==> config.mk <==
export PLATFORM = sky130hd
export DESIGN_NAME = vpsc_port_ctrl
export DESIGN_NICKNAME = d
export VERILOG_FILES = /design/src/core/vpsc_pkg.sv /design/src/core/vpsc_port_ctrl.sv
export SDC_FILE = /design/constraint.sdc
export NUM_CORES = 1
export LEC_CHECK = 0
export ABC_AREA = 1
export BUFFER_PORTS_ARGS = -buffer_cell sky130_fd_sc_hd__clkbuf_2
export CORE_ASPECT_RATIO = 1.4
export CORE_UTILIZATION = 46
export DETAILED_ROUTE_END_ITERATION = 6
export PLACE_DENSITY = 0.73
export RECOVER_POWER = 100
export SYNTH_ARGS = -nofsm -noshare
export SYNTH_HDL_FRONTEND = slang
export SYNTH_SLANG_ARGS = --single-unit
export TNS_END_PERCENT = 20
==> constraint.sdc <==
create_clock -name ref_clk -period 2.3 [get_ports ref_clk]
set_input_delay 0.23 -clock ref_clk [delete_from_list [all_inputs] [get_ports ref_clk]]
set_output_delay 0.23 -clock ref_clk [all_outputs]
set_load 0.005 [all_outputs]
==> src/core/vpsc_pkg.sv <==
package vpsc_pkg;

  // ----------------------------------------------------------------
  // Register bus
  // ----------------------------------------------------------------
  localparam int              ADDR_W         = 8;
  localparam int              DATA_W         = 32;
  localparam logic [7:0]      OFS_CTRL       = 8'h00;
  localparam logic [7:0]      OFS_WINK_DELAY = 8'h04;
  localparam logic [7:0]      OFS_WINK_DUR   = 8'h08;
  localparam logic [7:0]      OFS_RX_GAIN    = 8'h0C;
  localparam logic [7:0]      OFS_TX_ATTEN   = 8'h10;
  localparam logic [7:0]      OFS_OPTIONS    = 8'h14;
  localparam logic [7:0]      OFS_STATUS     = 8'h18;

  // ----------------------------------------------------------------
  // Field positions
  // ----------------------------------------------------------------
  localparam int              CTRL_EN_BIT    = 0;
  localparam int              CTRL_MODE_LSB  = 4;
  localparam int              CTRL_TYPE_LSB  = 8;
  localparam int              OPT_IMP_BIT    = 0;
  localparam int              OPT_RBACK_BIT  = 1;
  localparam int              OPT_COND_BIT   = 2;
  localparam int              STAT_NET_LSB   = 0;
  localparam int              STAT_WINK_LSB  = 2;
  localparam int              STAT_TONE_BIT  = 6;
  localparam int              STAT_ALARM_BIT = 7;

  // ----------------------------------------------------------------
  // Settings, limits and reset values (gains in 0.5 dB steps)
  // ----------------------------------------------------------------
  localparam logic [6:0]        WINK_MIN       = 7'h01;
  localparam logic [6:0]        WINK_MAX       = 7'h63;
  localparam logic [6:0]        WINK_DELAY_RST = 7'h0F;
  localparam logic [6:0]        WINK_DUR_RST   = 7'h14;
  localparam logic signed [5:0] RX_GAIN_MIN    = 6'h2C;
  localparam logic signed [5:0] RX_GAIN_MAX    = 6'h04;
  localparam logic signed [5:0] TX_ATTEN_MIN   = 6'h2C;
  localparam logic signed [5:0] TX_ATTEN_MAX   = 6'h0A;
  localparam logic signed [5:0] GAIN_RST       = 6'h00;

  // ----------------------------------------------------------------
  // Timing
  // ----------------------------------------------------------------
  localparam int              CLK_FREQ_HZ    = 20_000_000;
  localparam int              TICK_MS        = 10;
  localparam int              TICK_CYCLES    = CLK_FREQ_HZ / 1000 * TICK_MS;

  // ----------------------------------------------------------------
  // Types
  // ----------------------------------------------------------------
  typedef enum logic [2:0] {
    STATION_SIDE_MODE         = 3'h0,
    STATION_SOFTNET_MODE      = 3'h1,
    STATION_SOFTNET_WINK_MODE = 3'h2,
    HOTLINE_RINGDOWN_MODE     = 3'h3,
    PULSE_ORIGINATING_MODE    = 3'h4
  } vpsc_mode_t;

  typedef enum logic [2:0] {
    SIG_LOOP_START          = 3'h0,
    SIG_LOOP_FWD_DISC       = 3'h1,
    SIG_GROUND_START        = 3'h2,
    SIG_GROUND_IMMEDIATE    = 3'h3,
    SIG_GROUND_AUTOMATIC    = 3'h4,
    RINGDOWN_LEGACY_VARIANT = 3'h5,
    RINGDOWN_MODERN_VARIANT = 3'h6
  } vpsc_sig_type_t;

  typedef struct packed {
    logic a;
    logic b;
  } vpsc_sig_t;

  typedef struct packed {
    logic              imp_900;
    logic              ringback_en;
    logic              cond_idle;
    logic signed [5:0] rx_gain;
    logic signed [5:0] tx_atten;
  } vpsc_cfg_t;

  localparam vpsc_sig_t SIG_ACTIVE = 2'h3;
  localparam vpsc_sig_t SIG_QUIET  = 2'h0;
  localparam vpsc_cfg_t CFG_RST    = {1'b0, 1'b0, 1'b0, GAIN_RST, GAIN_RST};

  function automatic logic type_valid(input logic [2:0] t, input vpsc_mode_t m);
    logic plain;
    logic softnet;
    plain   = (m == STATION_SIDE_MODE);
    softnet = plain || (m == STATION_SOFTNET_MODE) || (m == STATION_SOFTNET_WINK_MODE);
    unique case (t)
      3'h0, 3'h1, 3'h2: type_valid = softnet;
      3'h3, 3'h4:       type_valid = plain;
      3'h5, 3'h6:       type_valid = (m == HOTLINE_RINGDOWN_MODE);
      default:          type_valid = 1'b0;
    endcase
  endfunction : type_valid

  function automatic vpsc_sig_type_t first_valid(input vpsc_mode_t m);
    first_valid = (m == HOTLINE_RINGDOWN_MODE) ? RINGDOWN_LEGACY_VARIANT : SIG_LOOP_START;
  endfunction : first_valid

endpackage : vpsc_pkg

==> src/core/vpsc_port_ctrl.sv <==
`timescale 1ns/1ps

// Notes on behaviour
// - Seven signaling types; loop start after reset.
// - Signaling type written only while enabled and not in pulse originating mode.
// - Mode change leaving type invalid forces first type valid in new mode.
// - Loop start, forward disconnect, ground start valid in station and softnet modes.
// - Immediate and automatic ground start valid only in plain station mode.
// - Legacy and modern ringdown variants valid only in hotline ringdown mode.
// - One-bit impedance select, 600 ohm default, applied only while enabled.
// - Wink delay 1..99 tens of ms, reset value 15.
// - Office off-hook starts delay, then wink toward network for duration.
// - Wink duration 1..99 tens of ms, reset value 20.
// - Wink timing acts only while enabled in the wink softnet mode.
// - Receive gain -10.0..+2.0 dB in half-dB steps, default 0.0.
// - Transmit attenuation -10.0..+5.0 dB in half-dB steps, default 0.0.
// - Ring-back tone per incoming call request when enabled; off after reset.
// - During carrier group alarm force trunk busy or idle; busy by default.
// - Options other than enable ignored while disabled; apply only once enabled.
// - Station mode sends two independent bits; softnet modes send equal bits.
module vpsc_port_ctrl #(
  parameter int TICK_CYCLES = vpsc_pkg::TICK_CYCLES
) (
  // Clock and reset
  input  wire logic                  ref_clk,
  input  wire logic                  rst_n,
  // Register port
  input  wire logic [vpsc_pkg::ADDR_W-1:0] reg_addr,
  input  wire logic [vpsc_pkg::DATA_W-1:0] reg_wdata,
  input  wire logic                  reg_wr,
  input  wire logic                  reg_rd,
  output logic [vpsc_pkg::DATA_W-1:0] reg_rdata,
  // Trunk and station signaling
  input  wire logic                  office_offhook,
  input  wire vpsc_pkg::vpsc_sig_t   station_sig,
  input  wire logic                  carrier_group_alarm,
  input  wire logic                  call_request,
  output vpsc_pkg::vpsc_sig_t        net_sig,
  output logic                       wink_active,
  output logic                       ringback_tone,
  // Applied analog settings
  output vpsc_pkg::vpsc_cfg_t        port_cfg
);
  import vpsc_pkg::*;

  localparam int TICK_W = $clog2(TICK_CYCLES + 1);

  // ----------------------------------------------------------------
  // Free-running 10 ms tick
  // ----------------------------------------------------------------
  logic [TICK_W-1:0] tick_cnt_reg;
  logic [TICK_W-1:0] tick_cnt_next;
  logic              tick_reg;
  logic              tick_next;

  always_comb begin
    tick_next     = (tick_cnt_reg == TICK_W'(TICK_CYCLES - 1));
    tick_cnt_next = tick_next ? '0 : tick_cnt_reg + TICK_W'(1);
  end

  always_ff @(posedge ref_clk) begin
    if (!rst_n) begin
      tick_cnt_reg <= '0;
      tick_reg     <= 1'b0;
    end else begin
      tick_cnt_reg <= tick_cnt_next;
      tick_reg     <= tick_next;
    end
  end

  // ----------------------------------------------------------------
  // Stored configuration
  // ----------------------------------------------------------------
  logic           enable_reg;
  logic           enable_next;
  vpsc_mode_t     mode_reg;
  vpsc_mode_t     mode_next;
  vpsc_sig_type_t type_reg;
  vpsc_sig_type_t type_next;
  logic [6:0]     dly_reg;
  logic [6:0]     dly_next;
  logic [6:0]     dur_reg;
  logic [6:0]     dur_next;
  vpsc_cfg_t      cfg_reg;
  vpsc_cfg_t      cfg_next;
  logic [2:0]        wr_mode;
  logic [2:0]        wr_type;
  logic [6:0]        wr_wink;
  logic signed [5:0] wr_gain;

  assign wr_mode = reg_wdata[CTRL_MODE_LSB +: 3];
  assign wr_type = reg_wdata[CTRL_TYPE_LSB +: 3];
  assign wr_wink = reg_wdata[6:0];
  assign wr_gain = reg_wdata[5:0];

  always_comb begin
    enable_next = enable_reg;
    mode_next   = mode_reg;
    type_next   = type_reg;
    dly_next    = dly_reg;
    dur_next    = dur_reg;
    cfg_next    = cfg_reg;
    if (reg_wr && reg_addr == OFS_CTRL) begin
      enable_next = reg_wdata[CTRL_EN_BIT];
      if (enable_reg && wr_mode <= 3'h4) begin
        mode_next = vpsc_mode_t'(wr_mode);
      end
      if (enable_reg && mode_next != PULSE_ORIGINATING_MODE && type_valid(wr_type, mode_next)) begin
        type_next = vpsc_sig_type_t'(wr_type);
      end
    end
    if (reg_wr && enable_reg) begin
      case (reg_addr)
        OFS_WINK_DELAY: if (wr_wink >= WINK_MIN && wr_wink <= WINK_MAX) dly_next = wr_wink;
        OFS_WINK_DUR:   if (wr_wink >= WINK_MIN && wr_wink <= WINK_MAX) dur_next = wr_wink;
        OFS_RX_GAIN:    if (wr_gain >= RX_GAIN_MIN && wr_gain <= RX_GAIN_MAX) begin
          cfg_next.rx_gain = wr_gain;
        end
        OFS_TX_ATTEN:   if (wr_gain >= TX_ATTEN_MIN && wr_gain <= TX_ATTEN_MAX) begin
          cfg_next.tx_atten = wr_gain;
        end
        OFS_OPTIONS: begin
          cfg_next.imp_900     = reg_wdata[OPT_IMP_BIT];
          cfg_next.ringback_en = reg_wdata[OPT_RBACK_BIT];
          cfg_next.cond_idle   = reg_wdata[OPT_COND_BIT];
        end
        default: ;
      endcase
    end
    if (mode_next != mode_reg && mode_next != PULSE_ORIGINATING_MODE
        && !type_valid(type_next, mode_next)) begin
      type_next = first_valid(mode_next);
    end
  end

  always_ff @(posedge ref_clk) begin
    if (!rst_n) begin
      enable_reg <= 1'b0;
      mode_reg   <= STATION_SIDE_MODE;
      type_reg   <= SIG_LOOP_START;
      dly_reg    <= WINK_DELAY_RST;
      dur_reg    <= WINK_DUR_RST;
      cfg_reg    <= CFG_RST;
    end else begin
      enable_reg <= enable_next;
      mode_reg   <= mode_next;
      type_reg   <= type_next;
      dly_reg    <= dly_next;
      dur_reg    <= dur_next;
      cfg_reg    <= cfg_next;
    end
  end

  // ----------------------------------------------------------------
  // Wink sequencer
  // ----------------------------------------------------------------
  typedef enum logic [3:0] {
    WK_IDLE  = 4'h1,
    WK_DELAY = 4'h2,
    WK_PULSE = 4'h4,
    WK_HOLD  = 4'h8
  } vpsc_wink_st_t;

  vpsc_wink_st_t wk_reg;
  vpsc_wink_st_t wk_next;
  logic [6:0]    wk_cnt_reg;
  logic [6:0]    wk_cnt_next;
  logic          offhook_prev_reg;
  logic          wink_ok;

  assign wink_ok = enable_reg && mode_reg == STATION_SOFTNET_WINK_MODE && !carrier_group_alarm;

  always_comb begin
    wk_next     = wk_reg;
    wk_cnt_next = wk_cnt_reg;
    unique case (wk_reg)
      WK_IDLE: if (office_offhook && !offhook_prev_reg) begin
        wk_next     = WK_DELAY;
        wk_cnt_next = dly_reg;
      end
      WK_DELAY: if (tick_reg) begin
        if (wk_cnt_reg <= 7'h01) begin
          wk_next     = WK_PULSE;
          wk_cnt_next = dur_reg;
        end else begin
          wk_cnt_next = wk_cnt_reg - 7'h01;
        end
      end
      WK_PULSE: if (tick_reg) begin
        if (wk_cnt_reg <= 7'h01) begin
          wk_next = WK_HOLD;
        end else begin
          wk_cnt_next = wk_cnt_reg - 7'h01;
        end
      end
      WK_HOLD: if (!office_offhook) wk_next = WK_IDLE;
      default: wk_next = WK_IDLE;
    endcase
    if (!wink_ok) begin
      wk_next = WK_IDLE;
    end
  end

  always_ff @(posedge ref_clk) begin
    if (!rst_n) begin
      wk_reg           <= WK_IDLE;
      wk_cnt_reg       <= 7'h00;
      offhook_prev_reg <= 1'b0;
    end else begin
      wk_reg           <= wk_next;
      wk_cnt_reg       <= wk_cnt_next;
      offhook_prev_reg <= office_offhook;
    end
  end

  // ----------------------------------------------------------------
  // Trunk outputs and applied settings
  // ----------------------------------------------------------------
  vpsc_sig_t net_next;
  logic      tone_next;
  vpsc_cfg_t port_cfg_next;

  always_comb begin
    if (!enable_reg) begin
      net_next = SIG_QUIET;
    end else if (carrier_group_alarm) begin
      net_next = cfg_reg.cond_idle ? SIG_QUIET : SIG_ACTIVE;
    end else if (wk_next == WK_PULSE) begin
      net_next = SIG_ACTIVE;
    end else if (mode_reg == STATION_SOFTNET_MODE || mode_reg == STATION_SOFTNET_WINK_MODE) begin
      net_next = {station_sig.a, station_sig.a};
    end else begin
      net_next = station_sig;
    end
    tone_next = enable_reg && cfg_reg.ringback_en && call_request && !carrier_group_alarm;
    port_cfg_next = enable_reg ? cfg_reg : CFG_RST;
  end

  always_ff @(posedge ref_clk) begin
    if (!rst_n) begin
      net_sig       <= SIG_QUIET;
      wink_active   <= 1'b0;
      ringback_tone <= 1'b0;
      port_cfg      <= CFG_RST;
    end else begin
      net_sig       <= net_next;
      wink_active   <= (wk_next == WK_PULSE);
      ringback_tone <= tone_next;
      port_cfg      <= port_cfg_next;
    end
  end

  // ----------------------------------------------------------------
  // Register read
  // ----------------------------------------------------------------
  logic [DATA_W-1:0] rdata_next;

  always_comb begin
    rdata_next = '0;
    if (reg_rd) begin
      case (reg_addr)
        OFS_CTRL: begin
          rdata_next[CTRL_EN_BIT]         = enable_reg;
          rdata_next[CTRL_MODE_LSB +: 3]  = mode_reg;
          rdata_next[CTRL_TYPE_LSB +: 3]  = type_reg;
        end
        OFS_WINK_DELAY: rdata_next[6:0] = dly_reg;
        OFS_WINK_DUR:   rdata_next[6:0] = dur_reg;
        OFS_RX_GAIN:    rdata_next[5:0] = cfg_reg.rx_gain;
        OFS_TX_ATTEN:   rdata_next[5:0] = cfg_reg.tx_atten;
        OFS_OPTIONS: begin
          rdata_next[OPT_IMP_BIT]   = cfg_reg.imp_900;
          rdata_next[OPT_RBACK_BIT] = cfg_reg.ringback_en;
          rdata_next[OPT_COND_BIT]  = cfg_reg.cond_idle;
        end
        OFS_STATUS: begin
          rdata_next[STAT_NET_LSB +: 2]  = net_sig;
          rdata_next[STAT_WINK_LSB +: 4] = wk_reg;
          rdata_next[STAT_TONE_BIT]      = ringback_tone;
          rdata_next[STAT_ALARM_BIT]     = carrier_group_alarm;
        end
        default: ;
      endcase
    end
  end

  always_ff @(posedge ref_clk) begin
    if (!rst_n) begin
      reg_rdata <= '0;
    end else begin
      reg_rdata <= rdata_next;
    end
  end

  // ----------------------------------------------------------------
  // Checks
  // ----------------------------------------------------------------
  a_reset_defaults: assert property (
    @(posedge ref_clk) disable iff (!rst_n)
    $rose(rst_n) |-> type_reg == SIG_LOOP_START && dly_reg == 7'h0F && dur_reg == 7'h14
      && !ringback_tone && port_cfg == CFG_RST)
    else $error("reset values wrong");

  a_type_valid_mode: assert property (
    @(posedge ref_clk) disable iff (!rst_n)
    mode_reg != PULSE_ORIGINATING_MODE |-> type_valid(type_reg, mode_reg))
    else $error("signaling type invalid for mode");

  a_type_hold_pulse: assert property (
    @(posedge ref_clk) disable iff (!rst_n)
    (mode_reg == PULSE_ORIGINATING_MODE || !enable_reg) ##1 mode_reg == $past(mode_reg)
      |-> $stable(type_reg))
    else $error("signaling type changed while locked");

  a_opts_disabled: assert property (
    @(posedge ref_clk) disable iff (!rst_n)
    !enable_reg |=> $stable(cfg_reg) && $stable(dly_reg) && $stable(dur_reg))
    else $error("option changed while disabled");

  a_impedance_applied: assert property (
    @(posedge ref_clk) disable iff (!rst_n)
    ##1 1'b1 |-> port_cfg.imp_900 == ($past(enable_reg) && $past(cfg_reg.imp_900)))
    else $error("impedance not applied per enable");

  a_wink_start: assert property (
    @(posedge ref_clk) disable iff (!rst_n)
    wk_reg == WK_IDLE && wink_ok && office_offhook && !offhook_prev_reg
      |=> wk_reg == WK_DELAY && wk_cnt_reg == $past(dly_reg))
    else $error("wink delay not started");

  a_wink_mode_only: assert property (
    @(posedge ref_clk) disable iff (!rst_n)
    !wink_ok |=> wk_reg == WK_IDLE && !wink_active)
    else $error("wink outside wink mode");

  a_wink_drives_net: assert property (
    @(posedge ref_clk) disable iff (!rst_n)
    wink_active |-> net_sig == SIG_ACTIVE && wk_reg == WK_PULSE)
    else $error("wink not driven to network");

  a_alarm_cond: assert property (
    @(posedge ref_clk) disable iff (!rst_n)
    enable_reg && carrier_group_alarm
      |=> net_sig == ($past(cfg_reg.cond_idle) ? SIG_QUIET : SIG_ACTIVE))
    else $error("alarm conditioning wrong");

  a_two_state: assert property (
    @(posedge ref_clk) disable iff (!rst_n)
    enable_reg && !carrier_group_alarm && mode_reg == STATION_SOFTNET_MODE
      |=> net_sig.a == net_sig.b && net_sig.a == $past(station_sig.a))
    else $error("softnet bits differ");

  a_ringback_tone: assert property (
    @(posedge ref_clk) disable iff (!rst_n)
    ##1 1'b1 |-> ringback_tone == ($past(enable_reg) && $past(cfg_reg.ringback_en)
      && $past(call_request) && !$past(carrier_group_alarm)))
    else $error("ring-back tone wrong");

  a_gain_range: assert property (
    @(posedge ref_clk) disable iff (!rst_n)
    cfg_reg.rx_gain >= RX_GAIN_MIN && cfg_reg.rx_gain <= RX_GAIN_MAX
      && cfg_reg.tx_atten >= TX_ATTEN_MIN && cfg_reg.tx_atten <= TX_ATTEN_MAX)
    else $error("gain out of range");

endmodule : vpsc_port_ctrl

==> impl_summary.md <==
CTS
For this design, the sink count on the clock tree is 97. In this run, post-CTS hold repair placed 0 buffers. The number of buffers inserted to repair setup after CTS is 0. The CTS tree is done. The count of H-tree levels built during CTS is 3. The clock passes through at most 2 buffers. The post-CTS clock slew at the launch and capture registers of the worst setup and hold paths is roughly 0.07 ns. The clock reaches the later pin of the worst-skew pair after 0.35 ns. The post-cts gate resize count is 0.

Counting the buffers created by CTS gives 9. The library cell used as clock root buffer is clkbuf_16.

STA
For the final routed database, the setup TNS stands at 0 ns. In the finished design, the share of the clock period the worst path needs comes to between 90% and 100%. Subtracting the final worst setup slack from the clock period gives ~2.1 ns.

The number of max-slew violations in the final report was 0. The slew at the pin closest to its max-slew limit is 0.8629 ns. The final count of negative-setup-slack endpoints is 0. The final hold violation count is 0. The clock arrives with ~0.0078 ns of skew.

The remaining max-slew budget at the tightest pin is between 40% and 50%. Setup repair after global routing left no endpoint under its margin. For this run, the top clock speed supported by timing is 0.4744 GHz.

Place
The post-DP HPWL is 8343 µm. In this run, placement finished with an instance count of 809. At the end of routability-driven placement, the weighted congestion stood at approximately 0.91. Input and output buffers added on the ports amount to 56.

Setup path
The startpoint-to-endpoint class of the critical path is flip-flop to flip-flop. Of all nets on the critical path, the largest fanout is 7. The most prevalent standard cell on the critical path is nand2_1.

For the worst setup path, the data arrival time is roughly 2.4 ns. The data required time of the worst path is approximately 2.5 ns. The category of the worst setup path launch point is a flip-flop.

The critical path goes through nand3_1 -> nand2_1 -> nand2_1 -> inv_1 -> nand3_1 -> nand2_1 -> nand3_2 -> nand2_2 -> nand2_2 -> nand2_1 -> nand2_1 -> nand3_1 -> nand3_1 -> nand3_1 -> nand2_1. The worst setup path is captured at a flip-flop. On the critical path, the stage with the largest delay is an instance of dfxtp_1.

The delay of the slowest critical-path stage is ~0.44 ns. The number of cells on the worst reg-to-reg path is 15.

Yosys
Counting flops and latches in the post-synthesis netlist gives 97. The area share of the leading cell type in the synthesized netlist is a little over two fifths. A synthesized cell averages 7.362 µm². Yosys mapped the design onto 42 distinct sky130hd cell types.

The post-synth design cell area is 4579 µm². After technology mapping, the gate count stands at 622. The fraction of the yosys area taken by sequential cells is a little over two fifths.

Of all flip-flops after synthesis, the portion carrying an async set or reset was 0%. During synthesis, Yosys emitted a total of 0 warnings. The most common flop cell mapped by yosys is dfxtp_1.

The post-synthesis cell type with the largest combined area is dfxtp_1. Yosys attributes the largest share of cell area to dfxtp_1 (42%), nand2_1 (8.5%), inv_1 (7.0%), nor2_1 (6.2%), a21oi_1 (4.2%). The synthesized design contains 0 enable-type register cells.

Floorplanning
The number of standard-cell rows in the floorplan is 42. The core region is roughly 9600 µm². The die extent in y is ~120 µm. The initial utilization of the core area, before any placement, comes to 47.88%.

The floorplan die area is ~10000 µm². 100 I/O pins were placed. Measured along the x axis, the die boundary spans 86.33 µm.

Detailed routing
Using the TritonRoute via totals, the vias-per-cell ratio works out to about 5.2. In the final routed layout, each cell accounts on average for 13.43 µm. The detail route stage leaves a number of antenna-violating nets equal to 0. The final routed wirelength across all metal layers is 11080 µm. After the first detailed-routing iteration, the DRC count stood at approximately 350. The first TritonRoute pass finished after 5 iterations. For this run, design rule violations remaining after detail routing come to 0. The overall via count from detail_route is 4282.

GRT
The overall fraction of global-route tracks in use is between 20% and 30%. After global routing, the most crowded layer is met2. The via count of the first global-routing pass is a little over 4000.

In the global route stage, met2 resource usage came out at a little under two fifths. The global-route track usage on met3 is approximately 4.3%. The pin count of the biggest net entering global routing is 24.

The wire length of the first global-routing pass is around 18000 µm. The number of antenna violations at the first check in global routing came to 0. Summed over all layers, the global routing overflow is 0. The fraction of met1 tracks used by global routing is 25.87%.

Finish
The antenna diode instance count is 0. The commonest non-fill, non-tap cell in the layout is nand2_1. The layout net count is 740. The final cell count without fillers is slightly above 800.

The growth of design area from synthesis to finish is 14.26%. The post-route netlist has a little over an eighth of its cells at a drive strength greater than 1. In the layout the commonest cells are nand2_1 (104), dfxtp_1 (97), inv_1 (86), nor2_1 (77), clkbuf_2 (47). The filler cell count in the final layout is approximately 940. The number of flip-flops under the largest register name is 18.

Flow run
Across the run, the number of max-cap violations was 0.

Run status
The run finished with clean final reports.

Power and ir drop
Power spread over the standard cell area amounts to ~650 nW/µm². The largest vdd supply drop is slightly above 0.5 mV. The leakage dissipation is 2.275 nW.

Hold path
The class of the tightest hold or removal check is input pin to flip-flop. The worst hold path was traced through 3 stages.
## report_power, final
group	internal (mW)	switching (mW)	leakage, nW
clock network	0.790	0.694	0.147
logic	0.0647	0.136	1.34
registers	1.69	0.0131	0.784
## final cells by class
| cell class | instances | area (µm²) | share of cell area, % |
|---|---|---|---|
| Clock buffer | 10 | 239.0 | 4.567 |
| Clock inverter | 6 | 57.56 | 1.100 |
| Inverter | 87 | 326.6 | 6.241 |
| Multi-Input combinational cell | 424 | 2155 | 41.18 |
| Sequential cell | 97 | 1942 | 37.11 |
| Tap cell | 132 | 165.2 | 3.156 |
| Timing Repair Buffer | 69 | 347.8 | 6.648 |
## cell usage after synthesis (2+ instances only)
cell and number:
clkbuf_1 10, a211oi_1 9, o211ai_1 7, xnor2_1 2
ha_1 3, nand2_2 4, a41oi_1 2, o21ai_2 2
nor2_1 76, nand2_1 104, a21oi_1 38, inv_1 86
a31oi_1 11, buf_4 22, xor2_1 11, o21bai_1 3
o22ai_1 6, nand3_1 27, dfxtp_1 97, nor2_2 3
nor3_1 13, or2_2 7, a221oi_1 8, nor4_1 4
nand4_1 11, nand3_2 5, o21ai_0 35, buf_2 2
## stage by stage
stage	utilization [%]	total power, mW	worst slack, ns	hold WS (ns)	area [µm²]
after floorplan	-	1.899	0.4120	0.3235	4654
after global placement	52.12	1.943	0.2199	0.4282	4985
after detailed placement	52.12	1.949	0.1537	0.4372	4985
after CTS	55.22	3.417	0.1976	0.1155	5281
after global routing	54.71	3.519	0.01591	0.1288	5233
final	54.71	3.391	0.1919	0.1225	5233
## worst max-delay path, delay by kind of cell (launching register included)
| family | cells | cell delay (ns) |
|---|---|---|
| flip-flops | 1 | 0.44 |
| buffers and inverters | 1 | 0.09 |
| AND/OR/NAND/NOR | 14 | 1.46 |
## worst paths after layout
kind             startpoint  slack (ns)                to
max reg2reg      enable_reg        0.19       type_reg[0]
min reg2reg     type_reg[2]        0.45     reg_rdata[10]
min          office_offhook        0.12  offhook_prev_reg
max              enable_reg        0.19       type_reg[0]
## routing by layer
| metal | up-vias | wire length (µm) |
|---|---|---|
| met5 | - | 0 |
| met4 | 0 | 653 |
| met3 | 48 | 601 |
| met2 | 163 | 5267 |
| met1 | 1926 | 4555 |
| li1 | 2145 | - |
## logic make-up (layout without fill, tap and decap cells)
kind of cell | count (synthesis) | in the layout | synth area share (%)
simple gates | 260 | 260 | 25.63
compound gates | 126 | 126 | 16.56
buf+inv | 121 | 172 | 11.78
flops | 97 | 97 | 42.40
xor+xnor | 13 | 13 | 2.486
fa+ha+maj | 3 | 3 | 0.8198
other cells | 1 | 21 | 0.08189
mux | 1 | 1 | 0.2459
Note: power is estimated with default switching activity, not from simulation.
